===== src/fpwm_map.svh =====
`ifndef FPWM_MAP_SVH
`define FPWM_MAP_SVH

// ***********************************************
// register offsets
// ***********************************************
`define FPWM_OFS_SPIN_CFG 8'hCA
`define FPWM_OFS_FREQ_MAP 8'hCB
`define FPWM_OFS_DUTY_REQ 8'hD0
`define FPWM_OFS_STATUS 8'hD1

// ***********************************************
// field positions and reset values
// ***********************************************
`define FPWM_FREQ_LSB 0
`define FPWM_FREQ_MSB 2
`define FPWM_HF_MAP_BIT 3
`define FPWM_SPIN_UP_DUTY_CODE_LSB 0
`define FPWM_SPIN_UP_DUTY_CODE_MSB 3
`define FPWM_SPIN_UP_DURATION_CODE_TOP_BIT 4
`define FPWM_SPIN_UP_DURATION_CODE_LSB 5
`define FPWM_SPIN_UP_DURATION_CODE_MSB 7
`define FPWM_RESET_BYTE 8'h00
`define FPWM_WRITABLE_FREQ_MAP 8'h0F

// ***********************************************
// timing
// ***********************************************
`define FPWM_CLK_HZ 40000000
`define FPWM_HZ_0 22500
`define FPWM_HZ_1 96
`define FPWM_HZ_2 84
`define FPWM_HZ_3 72
`define FPWM_HZ_4 60
`define FPWM_HZ_5 48
`define FPWM_HZ_6 36
`define FPWM_HZ_7 12
`define FPWM_MS_PER_S 1000
// spin-up lengths in milliseconds, low and high halves of the code
`define FPWM_SU_MS_L1 100
`define FPWM_SU_MS_L2 250
`define FPWM_SU_MS_L3 400
`define FPWM_SU_MS_L4 700
`define FPWM_SU_MS_L5 1000
`define FPWM_SU_MS_L6 2000
`define FPWM_SU_MS_L7 4000
`define FPWM_SU_MS_H_BASE 6000
`define FPWM_SU_MS_H_STEP 2000

// ***********************************************
// duty map fractions over a common denominator
// ***********************************************
`define FPWM_DUTY_DEN 112
`define FPWM_HF_OFS 3
`define FPWM_HF_MUL 7
`define FPWM_LF_OFS 6
`define FPWM_LF_MUL 4
`define FPWM_LF_NUM_11 80
`define FPWM_LF_NUM_12 96
`define FPWM_STEP_MAX 13

`endif


===== src/fpwm_pkg.sv =====
`default_nettype none
package fpwm_pkg;
    // register port request, one cycle per strobe
    typedef struct packed {
        logic [7:0] addr;
        logic [7:0] wdata;
        logic wr;
        logic rd;
    } fpwm_bus_req_t;
    // spin-up phase tracking
    typedef enum logic [0:0] {
        FPWM_RUN = 1'b0,
        FPWM_SPIN = 1'b1
    } fpwm_spin_state_t;
endpackage
`default_nettype wire


===== src/fpwm_duty_map.sv =====
`include "fpwm_map.svh"
`default_nettype none
// ***********************************************
// step to compare count
// ***********************************************
module fpwm_duty_map
    import fpwm_pkg::*;
(
    input wire logic [3:0] step_i,
    input wire logic hf_map_i,
    input wire logic [21:0] period_i,
    output logic [21:0] compare_o
);
    logic [6:0] num; // duty as numerator over the common denominator
    logic [28:0] prod; // wide enough for the slowest period
    logic [28:0] quot;

    // numerator lookup: exact fractions keep every step within one count
    always_comb begin
        num = 7'h00;
        if (step_i == 4'h0) begin
            num = 7'h00; // off
        end else if (step_i >= 4'(`FPWM_STEP_MAX)) begin
            num = 7'(`FPWM_DUTY_DEN); // 100 percent
        end else if (hf_map_i) begin
            num = 7'((step_i + `FPWM_HF_OFS) * `FPWM_HF_MUL); // 25 percent + 6.25 per step
        end else if (step_i == 4'hB) begin
            num = 7'(`FPWM_LF_NUM_11);
        end else if (step_i == 4'hC) begin
            num = 7'(`FPWM_LF_NUM_12);
        end else begin
            num = 7'((step_i + `FPWM_LF_OFS) * `FPWM_LF_MUL); // 25 to 57.14 percent
        end
        prod = 29'(period_i) * 29'(num);
        quot = prod / 29'(`FPWM_DUTY_DEN); // floor keeps error below one count
        compare_o = quot[21:0];
    end
endmodule
`default_nettype wire


===== src/fpwm_top.sv =====
// Function
// - duration code is bit4 over bits7..5; zero disables
// - bits 2..0 select output frequency
// - codes give 22500,96,84,72,60,48,36,12 Hz
// - map bit only counts at 22.5 kHz
// - selected map governs every duty source
// - high map: 25 percent plus 6.25 steps
// - low map: 25..57.14, then 71.43,85.71,100
// - upper four bits reserved, read zero
// - duty zero to nonzero starts spin-up
// - spin-up duty code zero suppresses spin-up
`include "fpwm_map.svh"
`default_nettype none
module fpwm_top
    import fpwm_pkg::*;
#(
    // slow periods follow the millisecond timebase, so one override shortens them all
    parameter int unsigned MS_CYCLES = `FPWM_CLK_HZ / `FPWM_MS_PER_S,
    parameter int unsigned PERIOD_1 = MS_CYCLES * `FPWM_MS_PER_S / `FPWM_HZ_1,
    parameter int unsigned PERIOD_2 = MS_CYCLES * `FPWM_MS_PER_S / `FPWM_HZ_2,
    parameter int unsigned PERIOD_3 = MS_CYCLES * `FPWM_MS_PER_S / `FPWM_HZ_3,
    parameter int unsigned PERIOD_4 = MS_CYCLES * `FPWM_MS_PER_S / `FPWM_HZ_4,
    parameter int unsigned PERIOD_5 = MS_CYCLES * `FPWM_MS_PER_S / `FPWM_HZ_5,
    parameter int unsigned PERIOD_6 = MS_CYCLES * `FPWM_MS_PER_S / `FPWM_HZ_6,
    parameter int unsigned PERIOD_7 = MS_CYCLES * `FPWM_MS_PER_S / `FPWM_HZ_7
) (
    input wire logic clock_i,
    input wire logic resetn_i,
    input wire fpwm_bus_req_t bus_i,
    output logic [7:0] rdata_o,
    output logic pwm_o,
    output logic spin_active_o
);
    // ***********************************************
    // lookup functions
    // ***********************************************

    // frequency code to period in cycles
    function automatic logic [21:0] period_of(input logic [2:0] code);
        logic [21:0] p;
        p = 22'(`FPWM_CLK_HZ / `FPWM_HZ_0);
        case (code)
            3'h0: p = 22'(`FPWM_CLK_HZ / `FPWM_HZ_0);
            3'h1: p = 22'(PERIOD_1);
            3'h2: p = 22'(PERIOD_2);
            3'h3: p = 22'(PERIOD_3);
            3'h4: p = 22'(PERIOD_4);
            3'h5: p = 22'(PERIOD_5);
            3'h6: p = 22'(PERIOD_6);
            3'h7: p = 22'(PERIOD_7);
            default: p = 22'(`FPWM_CLK_HZ / `FPWM_HZ_0);
        endcase
        return p;
    endfunction

    // duration code to milliseconds, zero means disabled
    function automatic logic [14:0] spin_ms_of(input logic top, input logic [2:0] low);
        logic [14:0] ms;
        ms = 15'h0000;
        if (top) begin
            ms = 15'(`FPWM_SU_MS_H_BASE + low * `FPWM_SU_MS_H_STEP);
        end else begin
            case (low)
                3'h1: ms = 15'(`FPWM_SU_MS_L1);
                3'h2: ms = 15'(`FPWM_SU_MS_L2);
                3'h3: ms = 15'(`FPWM_SU_MS_L3);
                3'h4: ms = 15'(`FPWM_SU_MS_L4);
                3'h5: ms = 15'(`FPWM_SU_MS_L5);
                3'h6: ms = 15'(`FPWM_SU_MS_L6);
                3'h7: ms = 15'(`FPWM_SU_MS_L7);
                default: ms = 15'h0000; // all zero: no spin-up
            endcase
        end
        return ms;
    endfunction

    // ***********************************************
    // register file
    // ***********************************************
    logic [7:0] spin_cfg; // duration code and spin-up duty code
    logic [3:0] freq_map; // map bit and frequency select
    logic [3:0] duty_req; // requested step written to the duty request register
    logic [7:0] next_spin_cfg;
    logic [3:0] next_freq_map;
    logic [3:0] next_duty_req;
    logic [7:0] next_rdata;
    logic duty_rise; // duty request leaves zero
    logic [2:0] pwm_frequency_select;
    logic high_freq_duty_map_select;
    logic [3:0] spin_up_duration_code;
    logic [3:0] spin_up_duty_code;
    logic [7:0] status_byte;

    assign pwm_frequency_select = freq_map[`FPWM_FREQ_MSB:`FPWM_FREQ_LSB];
    assign high_freq_duty_map_select = freq_map[`FPWM_HF_MAP_BIT];
    assign spin_up_duration_code = {spin_cfg[`FPWM_SPIN_UP_DURATION_CODE_TOP_BIT],
                                    spin_cfg[`FPWM_SPIN_UP_DURATION_CODE_MSB:`FPWM_SPIN_UP_DURATION_CODE_LSB]};
    assign spin_up_duty_code = spin_cfg[`FPWM_SPIN_UP_DUTY_CODE_MSB:`FPWM_SPIN_UP_DUTY_CODE_LSB];

    // writes, read mux and duty edge detect
    always_comb begin
        next_spin_cfg = spin_cfg;
        next_freq_map = freq_map;
        next_duty_req = duty_req;
        next_rdata = 8'h00; // read data stands one cycle only
        if (bus_i.wr) begin
            case (bus_i.addr)
                `FPWM_OFS_SPIN_CFG: next_spin_cfg = bus_i.wdata;
                // reserved upper nibble never stored
                `FPWM_OFS_FREQ_MAP: next_freq_map = 4'(bus_i.wdata & `FPWM_WRITABLE_FREQ_MAP);
                `FPWM_OFS_DUTY_REQ: next_duty_req = bus_i.wdata[3:0];
                default: next_freq_map = freq_map; // unmapped or read-only: ignored
            endcase
        end
        if (bus_i.rd) begin
            case (bus_i.addr)
                `FPWM_OFS_SPIN_CFG: next_rdata = spin_cfg;
                `FPWM_OFS_FREQ_MAP: next_rdata = {4'h0, freq_map};
                `FPWM_OFS_DUTY_REQ: next_rdata = {4'h0, duty_req};
                `FPWM_OFS_STATUS: next_rdata = status_byte;
                default: next_rdata = 8'h00; // unmapped reads zero
            endcase
        end
        duty_rise = (duty_req == 4'h0) && (next_duty_req != 4'h0);
    end

    always_ff @(posedge clock_i or negedge resetn_i) begin
        if (!resetn_i) begin
            spin_cfg <= `FPWM_RESET_BYTE;
            freq_map <= 4'h0;
            duty_req <= 4'h0;
            rdata_o <= 8'h00;
        end else begin
            spin_cfg <= next_spin_cfg;
            freq_map <= next_freq_map;
            duty_req <= next_duty_req;
            rdata_o <= next_rdata;
        end
    end

    // ***********************************************
    // spin-up timer
    // ***********************************************
    fpwm_spin_state_t spin_state;
    fpwm_spin_state_t next_spin_state;
    logic [15:0] ms_div; // millisecond prescaler off the fixed clock
    logic [14:0] ms_left; // milliseconds remaining
    logic [15:0] next_ms_div;
    logic [14:0] next_ms_left;
    logic [14:0] spin_ms;

    assign spin_ms = spin_ms_of(spin_up_duration_code[3], spin_up_duration_code[2:0]);

    // start on duty rise; abort if duty drops back to zero
    always_comb begin
        next_spin_state = spin_state;
        next_ms_div = ms_div;
        next_ms_left = ms_left;
        case (spin_state)
            FPWM_RUN: begin
                // no phase when duration or duty code is zero
                if (duty_rise && spin_ms != 15'h0000 && spin_up_duty_code != 4'h0) begin
                    next_spin_state = FPWM_SPIN;
                    next_ms_left = spin_ms;
                    next_ms_div = 16'h0000;
                end
            end
            FPWM_SPIN: begin
                if (duty_req == 4'h0) begin
                    next_spin_state = FPWM_RUN; // request withdrawn
                end else if (ms_div == 16'(MS_CYCLES - 1)) begin
                    next_ms_div = 16'h0000;
                    next_ms_left = ms_left - 15'h0001;
                    if (ms_left == 15'h0001) begin
                        next_spin_state = FPWM_RUN;
                    end
                end else begin
                    next_ms_div = ms_div + 16'h0001;
                end
            end
            default: next_spin_state = FPWM_RUN;
        endcase
    end

    always_ff @(posedge clock_i or negedge resetn_i) begin
        if (!resetn_i) begin
            spin_state <= FPWM_RUN;
            ms_div <= 16'h0000;
            ms_left <= 15'h0000;
            spin_active_o <= 1'b0;
        end else begin
            spin_state <= next_spin_state;
            ms_div <= next_ms_div;
            ms_left <= next_ms_left;
            spin_active_o <= (next_spin_state == FPWM_SPIN);
        end
    end

    // ***********************************************
    // period counter and output
    // ***********************************************
    logic [21:0] period; // period in use, latched at the boundary
    logic [21:0] compare; // high time in use
    logic [21:0] count;
    logic [21:0] next_period;
    logic [21:0] next_compare;
    logic [21:0] next_count;
    logic next_pwm;
    logic [3:0] eff_step; // step after spin-up override
    logic map_hf; // high map in force
    logic [21:0] new_period;
    logic [21:0] new_compare;
    logic [3:0] applied_step;
    logic [3:0] next_applied_step;

    assign new_period = period_of(pwm_frequency_select);
    // map bit only honoured at the top frequency
    assign map_hf = high_freq_duty_map_select && (pwm_frequency_select == 3'h0);
    // every source arrives as one step, so one map covers them all
    assign eff_step = (spin_state == FPWM_SPIN) ? spin_up_duty_code : duty_req;

    fpwm_duty_map u_map (
        .step_i(eff_step),
        .hf_map_i(map_hf),
        .period_i(new_period),
        .compare_o(new_compare)
    );

    assign status_byte = {spin_state == FPWM_SPIN, map_hf, 2'b00, applied_step};

    // new settings only at the period end, so no runt pulse reaches the fan
    always_comb begin
        next_period = period;
        next_compare = compare;
        next_applied_step = applied_step;
        next_count = count + 22'h000001;
        if (count >= period - 22'h000001) begin
            next_count = 22'h000000;
            next_period = new_period;
            next_compare = new_compare;
            next_applied_step = eff_step;
        end
        next_pwm = (next_count < next_compare);
    end

    always_ff @(posedge clock_i or negedge resetn_i) begin
        if (!resetn_i) begin
            period <= 22'(`FPWM_CLK_HZ / `FPWM_HZ_0);
            compare <= 22'h000000;
            count <= 22'h000000;
            applied_step <= 4'h0;
            pwm_o <= 1'b0;
        end else begin
            period <= next_period;
            compare <= next_compare;
            count <= next_count;
            applied_step <= next_applied_step;
            pwm_o <= next_pwm;
        end
    end
endmodule
`default_nettype wire


===== config.mk =====
export PLATFORM = sky130hd
export DESIGN_NAME = fpwm_top
export DESIGN_NICKNAME = d
export VERILOG_FILES = /design/src/fpwm_pkg.sv /design/src/fpwm_duty_map.sv /design/src/fpwm_top.sv
export VERILOG_INCLUDE_DIRS = /design/src
export SDC_FILE = /design/constraint.sdc
export NUM_CORES = 1
export LEC_CHECK = 0
export BUFFER_PORTS_ARGS = -buffer_cell sky130_fd_sc_hd__buf_2
export CORE_ASPECT_RATIO = 0.7
export CORE_MARGIN = 1.5
export CORE_UTILIZATION = 67
export CTS_BUF_LIST = sky130_fd_sc_hd__clkbuf_4 sky130_fd_sc_hd__clkbuf_8
export DETAILED_ROUTE_END_ITERATION = 16
export PLACE_DENSITY = 0.87
export SYNTH_ARGS = -nofsm -noshare
export SYNTH_HDL_FRONTEND = slang
export SYNTH_HIERARCHICAL = 1
export SYNTH_SLANG_ARGS = --single-unit
export TNS_END_PERCENT = 10

===== constraint.sdc =====
create_clock -name clock_i -period 17.16 [get_ports clock_i]
set_clock_uncertainty 0.15 [all_clocks]
set_input_delay 0.858 -clock clock_i [delete_from_list [all_inputs] [get_ports clock_i]]
set_output_delay 0.858 -clock clock_i [all_outputs]
set_load 0.05 [all_outputs]

==> flow_summary.yaml <==
clock_network:
  clk_path_buf_depth: 2
  cts_hold_buf: 0
  clk_latency_ns: 0.49
  cts_sinks: 127
  cts-htree-levels: 4
  numCtsBuffers: 17
  root_buffer: "clkbuf_8"
  cts_tree: "done"
  path_clk_slew_ns: 0.10
grt:
  grt_pass1_wl_um: 74580
  overflow: 0
  grt_pass1_vias: 14560
  grt.total_usage: 0.3593
  antenna_found_initial: 0
  grt_max_degree: 68
critical_path:
  arrival_ns: 16.68
  cp-start-kind: "flip-flop"
  cp.required_ns: 17.43
  crit_path_frequent_cell: "fa_1"
  crit_slowest_cell: "fa_1"
  critPathKind: "flip-flop to flip-flop"
  crit_fanout: 23
  critPathMaxStageDelay_ns: 0.58
  endpoint_kind: "flip-flop"
synthesis:
  syn_nets: 2250
  synth_area_leaders: "dfrtp_1 (18%), fa_1 (12%), ha_1 (9.5%)"
  netlist_area_um2: 16870
  syn_area_per_cell_um2: 8.448
  yosysWarnings: 6
  synth_cell_type_count: 117
  synth_top_area_share: 0.1780
  synth_edf_count: 0
  ys.flop_type: "dfrtp_1"
  synth_cells: 1997
  synthArstFlopShare: 1.000
  synth_seq_cells: 127
  yosys.area.top_type: "dfrtp_1"
  seq_area_frac_synth: 0.1889
sta:
  tightestPinTransition_ns: 1.263
  hold_viol: 0
  slew_violations: 0
  holdWs_ns: 0.1654
  fmax_mhz: 60.92
  setup_ws_ns: 0.7459
  max-slew-margin-rel: 0.1526
  period_minus_slack_ns: 16.41
  setup_viol: 0
  post-route-period-util: 0.9565
cells_and_area:
  mostFrequentLayoutCell: "nand2_1"
  design_area_um2: 17810
  register_area_um2: 3187
  nets: 2239
  n_antenna_cell: 0
  layout_common_cells: "nand2_1 (239), inv_1 (202), ha_1 (127), nor2_1 (122), dfrtp_1 (120)"
  multiInputGateArea_um2: 12680
  synthToLayoutAreaGrowth_pct: 5.577
  drive_gt1_frac: 0.1196
  fillCellCount: 1792
floorplanning:
  coreArea_um2: 24680
  initial_core_util: 0.6835
  rows: 48
  io_pins: 30
  die_y_um: 135.8
  die-area_um2: 26160
  die_w_um: 192.7
routing:
  vias_per_cell: 6.639
  drcViolationCount: 0
  wire_per_inst_um: 19.73
  drt_iter0_markers: 1843
  firstDrtPassIters: 8
  ant_nets: 0
  vias: 15430
  finalWirelength_um: 45850
place:
  routabilityCongestion: 0.9604
  hpwl_um: 34480
  post_dp_cell_area_um2: 17140
  place_ws_ns: 0.2700
  port_buffers: 29
job:
  drv_cap: 0
pwr:
  power_frac_clock: 0.142
  p_sw_frac: 0.5277
  power_density_nw_per_um2: 121.2
  p_sw_mw: 1.140
  combPwrFrac: 0.714
  internal_power_mw: 1.020
  peakVddDrop_uv: 181.4
  p_leak_nw: 8.509
  pwr-share-seq: 0.144
outcome:
  status: "completed"
worst_hold_path:
  hold_class: "input pin to asynchronous set/reset pin"
## final timing paths
path | from | endpoint | slack [ns] | cells past startpoint
max | spin_state | pwm_o | 0.75 | 61
min | resetn_i | duty_req[3] | 0.17 | 1
max reg2reg | spin_state | pwm_o | 0.75 | 61
min reg2reg | compare[5] | compare[5] | 0.35 | 2
max in group asynchronous | resetn_i | compare[18] | 15.35 | 2
min in group clock_i | compare[5] | compare[5] | 0.35 | 2
## per-layer routing
layer | share of wire | track usage
met1 | 0.44 | 0.5220
met2 | 0.44 | 0.5430
met3 | 0.10 | 0.07174
met4 | 0.020 | 0.09561
met5 | 0.0017 | 0.02308
## cell type report
type                       instances  area share
tap                              325     0.02283
clock inverter                    14     0.01103
timing repair buffer              54     0.01904
inverter                         203     0.04278
clock buffer                      18     0.01356
sequential                       127      0.1789
multi-input combinational       1583      0.7119
## synth_stat cells, types with 5 or more instances
master,instances
buf_2,25
mux2i_1,32
nand4_1,25
nor2_1,123
o21ai_0,73
and3_1,28
inv_1,202
a21o_1,35
clkbuf_1,40
or4_1,7
a211oi_2,8
buf_4,14
a2111oi_2,5
a221oi_2,5
fa_1,105
and2_1,75
dfstp_2,7
o22a_1,6
a21oi_2,7
a221oi_1,5
nand2_1,239
dfrtp_1,120
nand2b_1,21
o21a_1,9
ha_1,128
nor3_1,46
o221ai_1,5
a21oi_1,99
mux2_2,40
or3_1,10
nor2b_1,12
a31oi_1,22
o21ai_1,19
xnor2_1,60
a211oi_1,14
o21bai_1,8
nand3_1,60
o211ai_1,18
o31a_1,6
nor4_1,17
a22oi_1,5
xor2_1,43
o22ai_1,8
o31ai_1,9
## cell families (layout without fill, tap and decap cells)
logic type,count (synthesis),count (layout),synth area share
DFF,127,127,0.1889
buffers and inverters,287,289,0.06971
AOI/OAI and AO/OA,464,464,0.2070
muxes,73,73,0.04657
and+or+nand+nor,702,702,0.2074
adders and majority gates,237,237,0.2220
xor gates and xnor gates,107,107,0.05844
## registers in the layout (all words and copies together) (netlist names), 4 cells and up
| name | flops |
|---|---|
| compare | 22 |
| count | 22 |
| period | 22 |
| ms_div | 16 |
| ms_left | 15 |
| rdata_o | 8 |
| spin_cfg | 8 |
| applied_step | 4 |
| duty_req | 4 |
| freq_map | 4 |
## critical path, delay by kind of cell, from the launching register on
kind	cells	cell delay, ns
AND/OR/NAND/NOR	15	3.71
XOR/XNOR	2	0.37
buffers and inverters	7	0.96
multiplexers	2	0.61
AO/OA/AOI/OAI	25	5.55
adder cells (fa/ha/maj)	10	4.54
flip-flops	1	0.42
## per-stage QoR
step                instances  power (mW)  setup TNS [ns]  utilization
floorplan                1997       1.498               0            -
global placement         2283       1.707               0       0.6942
detailed placement       2283       1.748               0       0.6942
CTS                      2315       2.057               0       0.7119
global route             2324       2.300        -0.01582       0.7216
finish                   2324       2.159               0       0.7216
## repair_timing
item | 4_1_cts | 5_1_grt
endpoints found under the setup margin | 0 | 4
setup buffers | 0 | 9
resized for setup | 0 | 28
## power groups by stage
| stage | clock (mW) | combinational [mW] | sequential [mW] |
|---|---|---|---|
| 6_report | 0.306 | 1.54 | 0.311 |
| 5_1_grt | 0.318 | 1.67 | 0.312 |
| 4_1_cts | 0.308 | 1.44 | 0.311 |
| 3_5_place_dp | 0 | 1.43 | 0.317 |
| 3_3_place_gp | 0 | 1.39 | 0.316 |
| 2_1_floorplan | 0 | 1.18 | 0.313 |
Note: power is estimated with default switching activity, not from simulation.
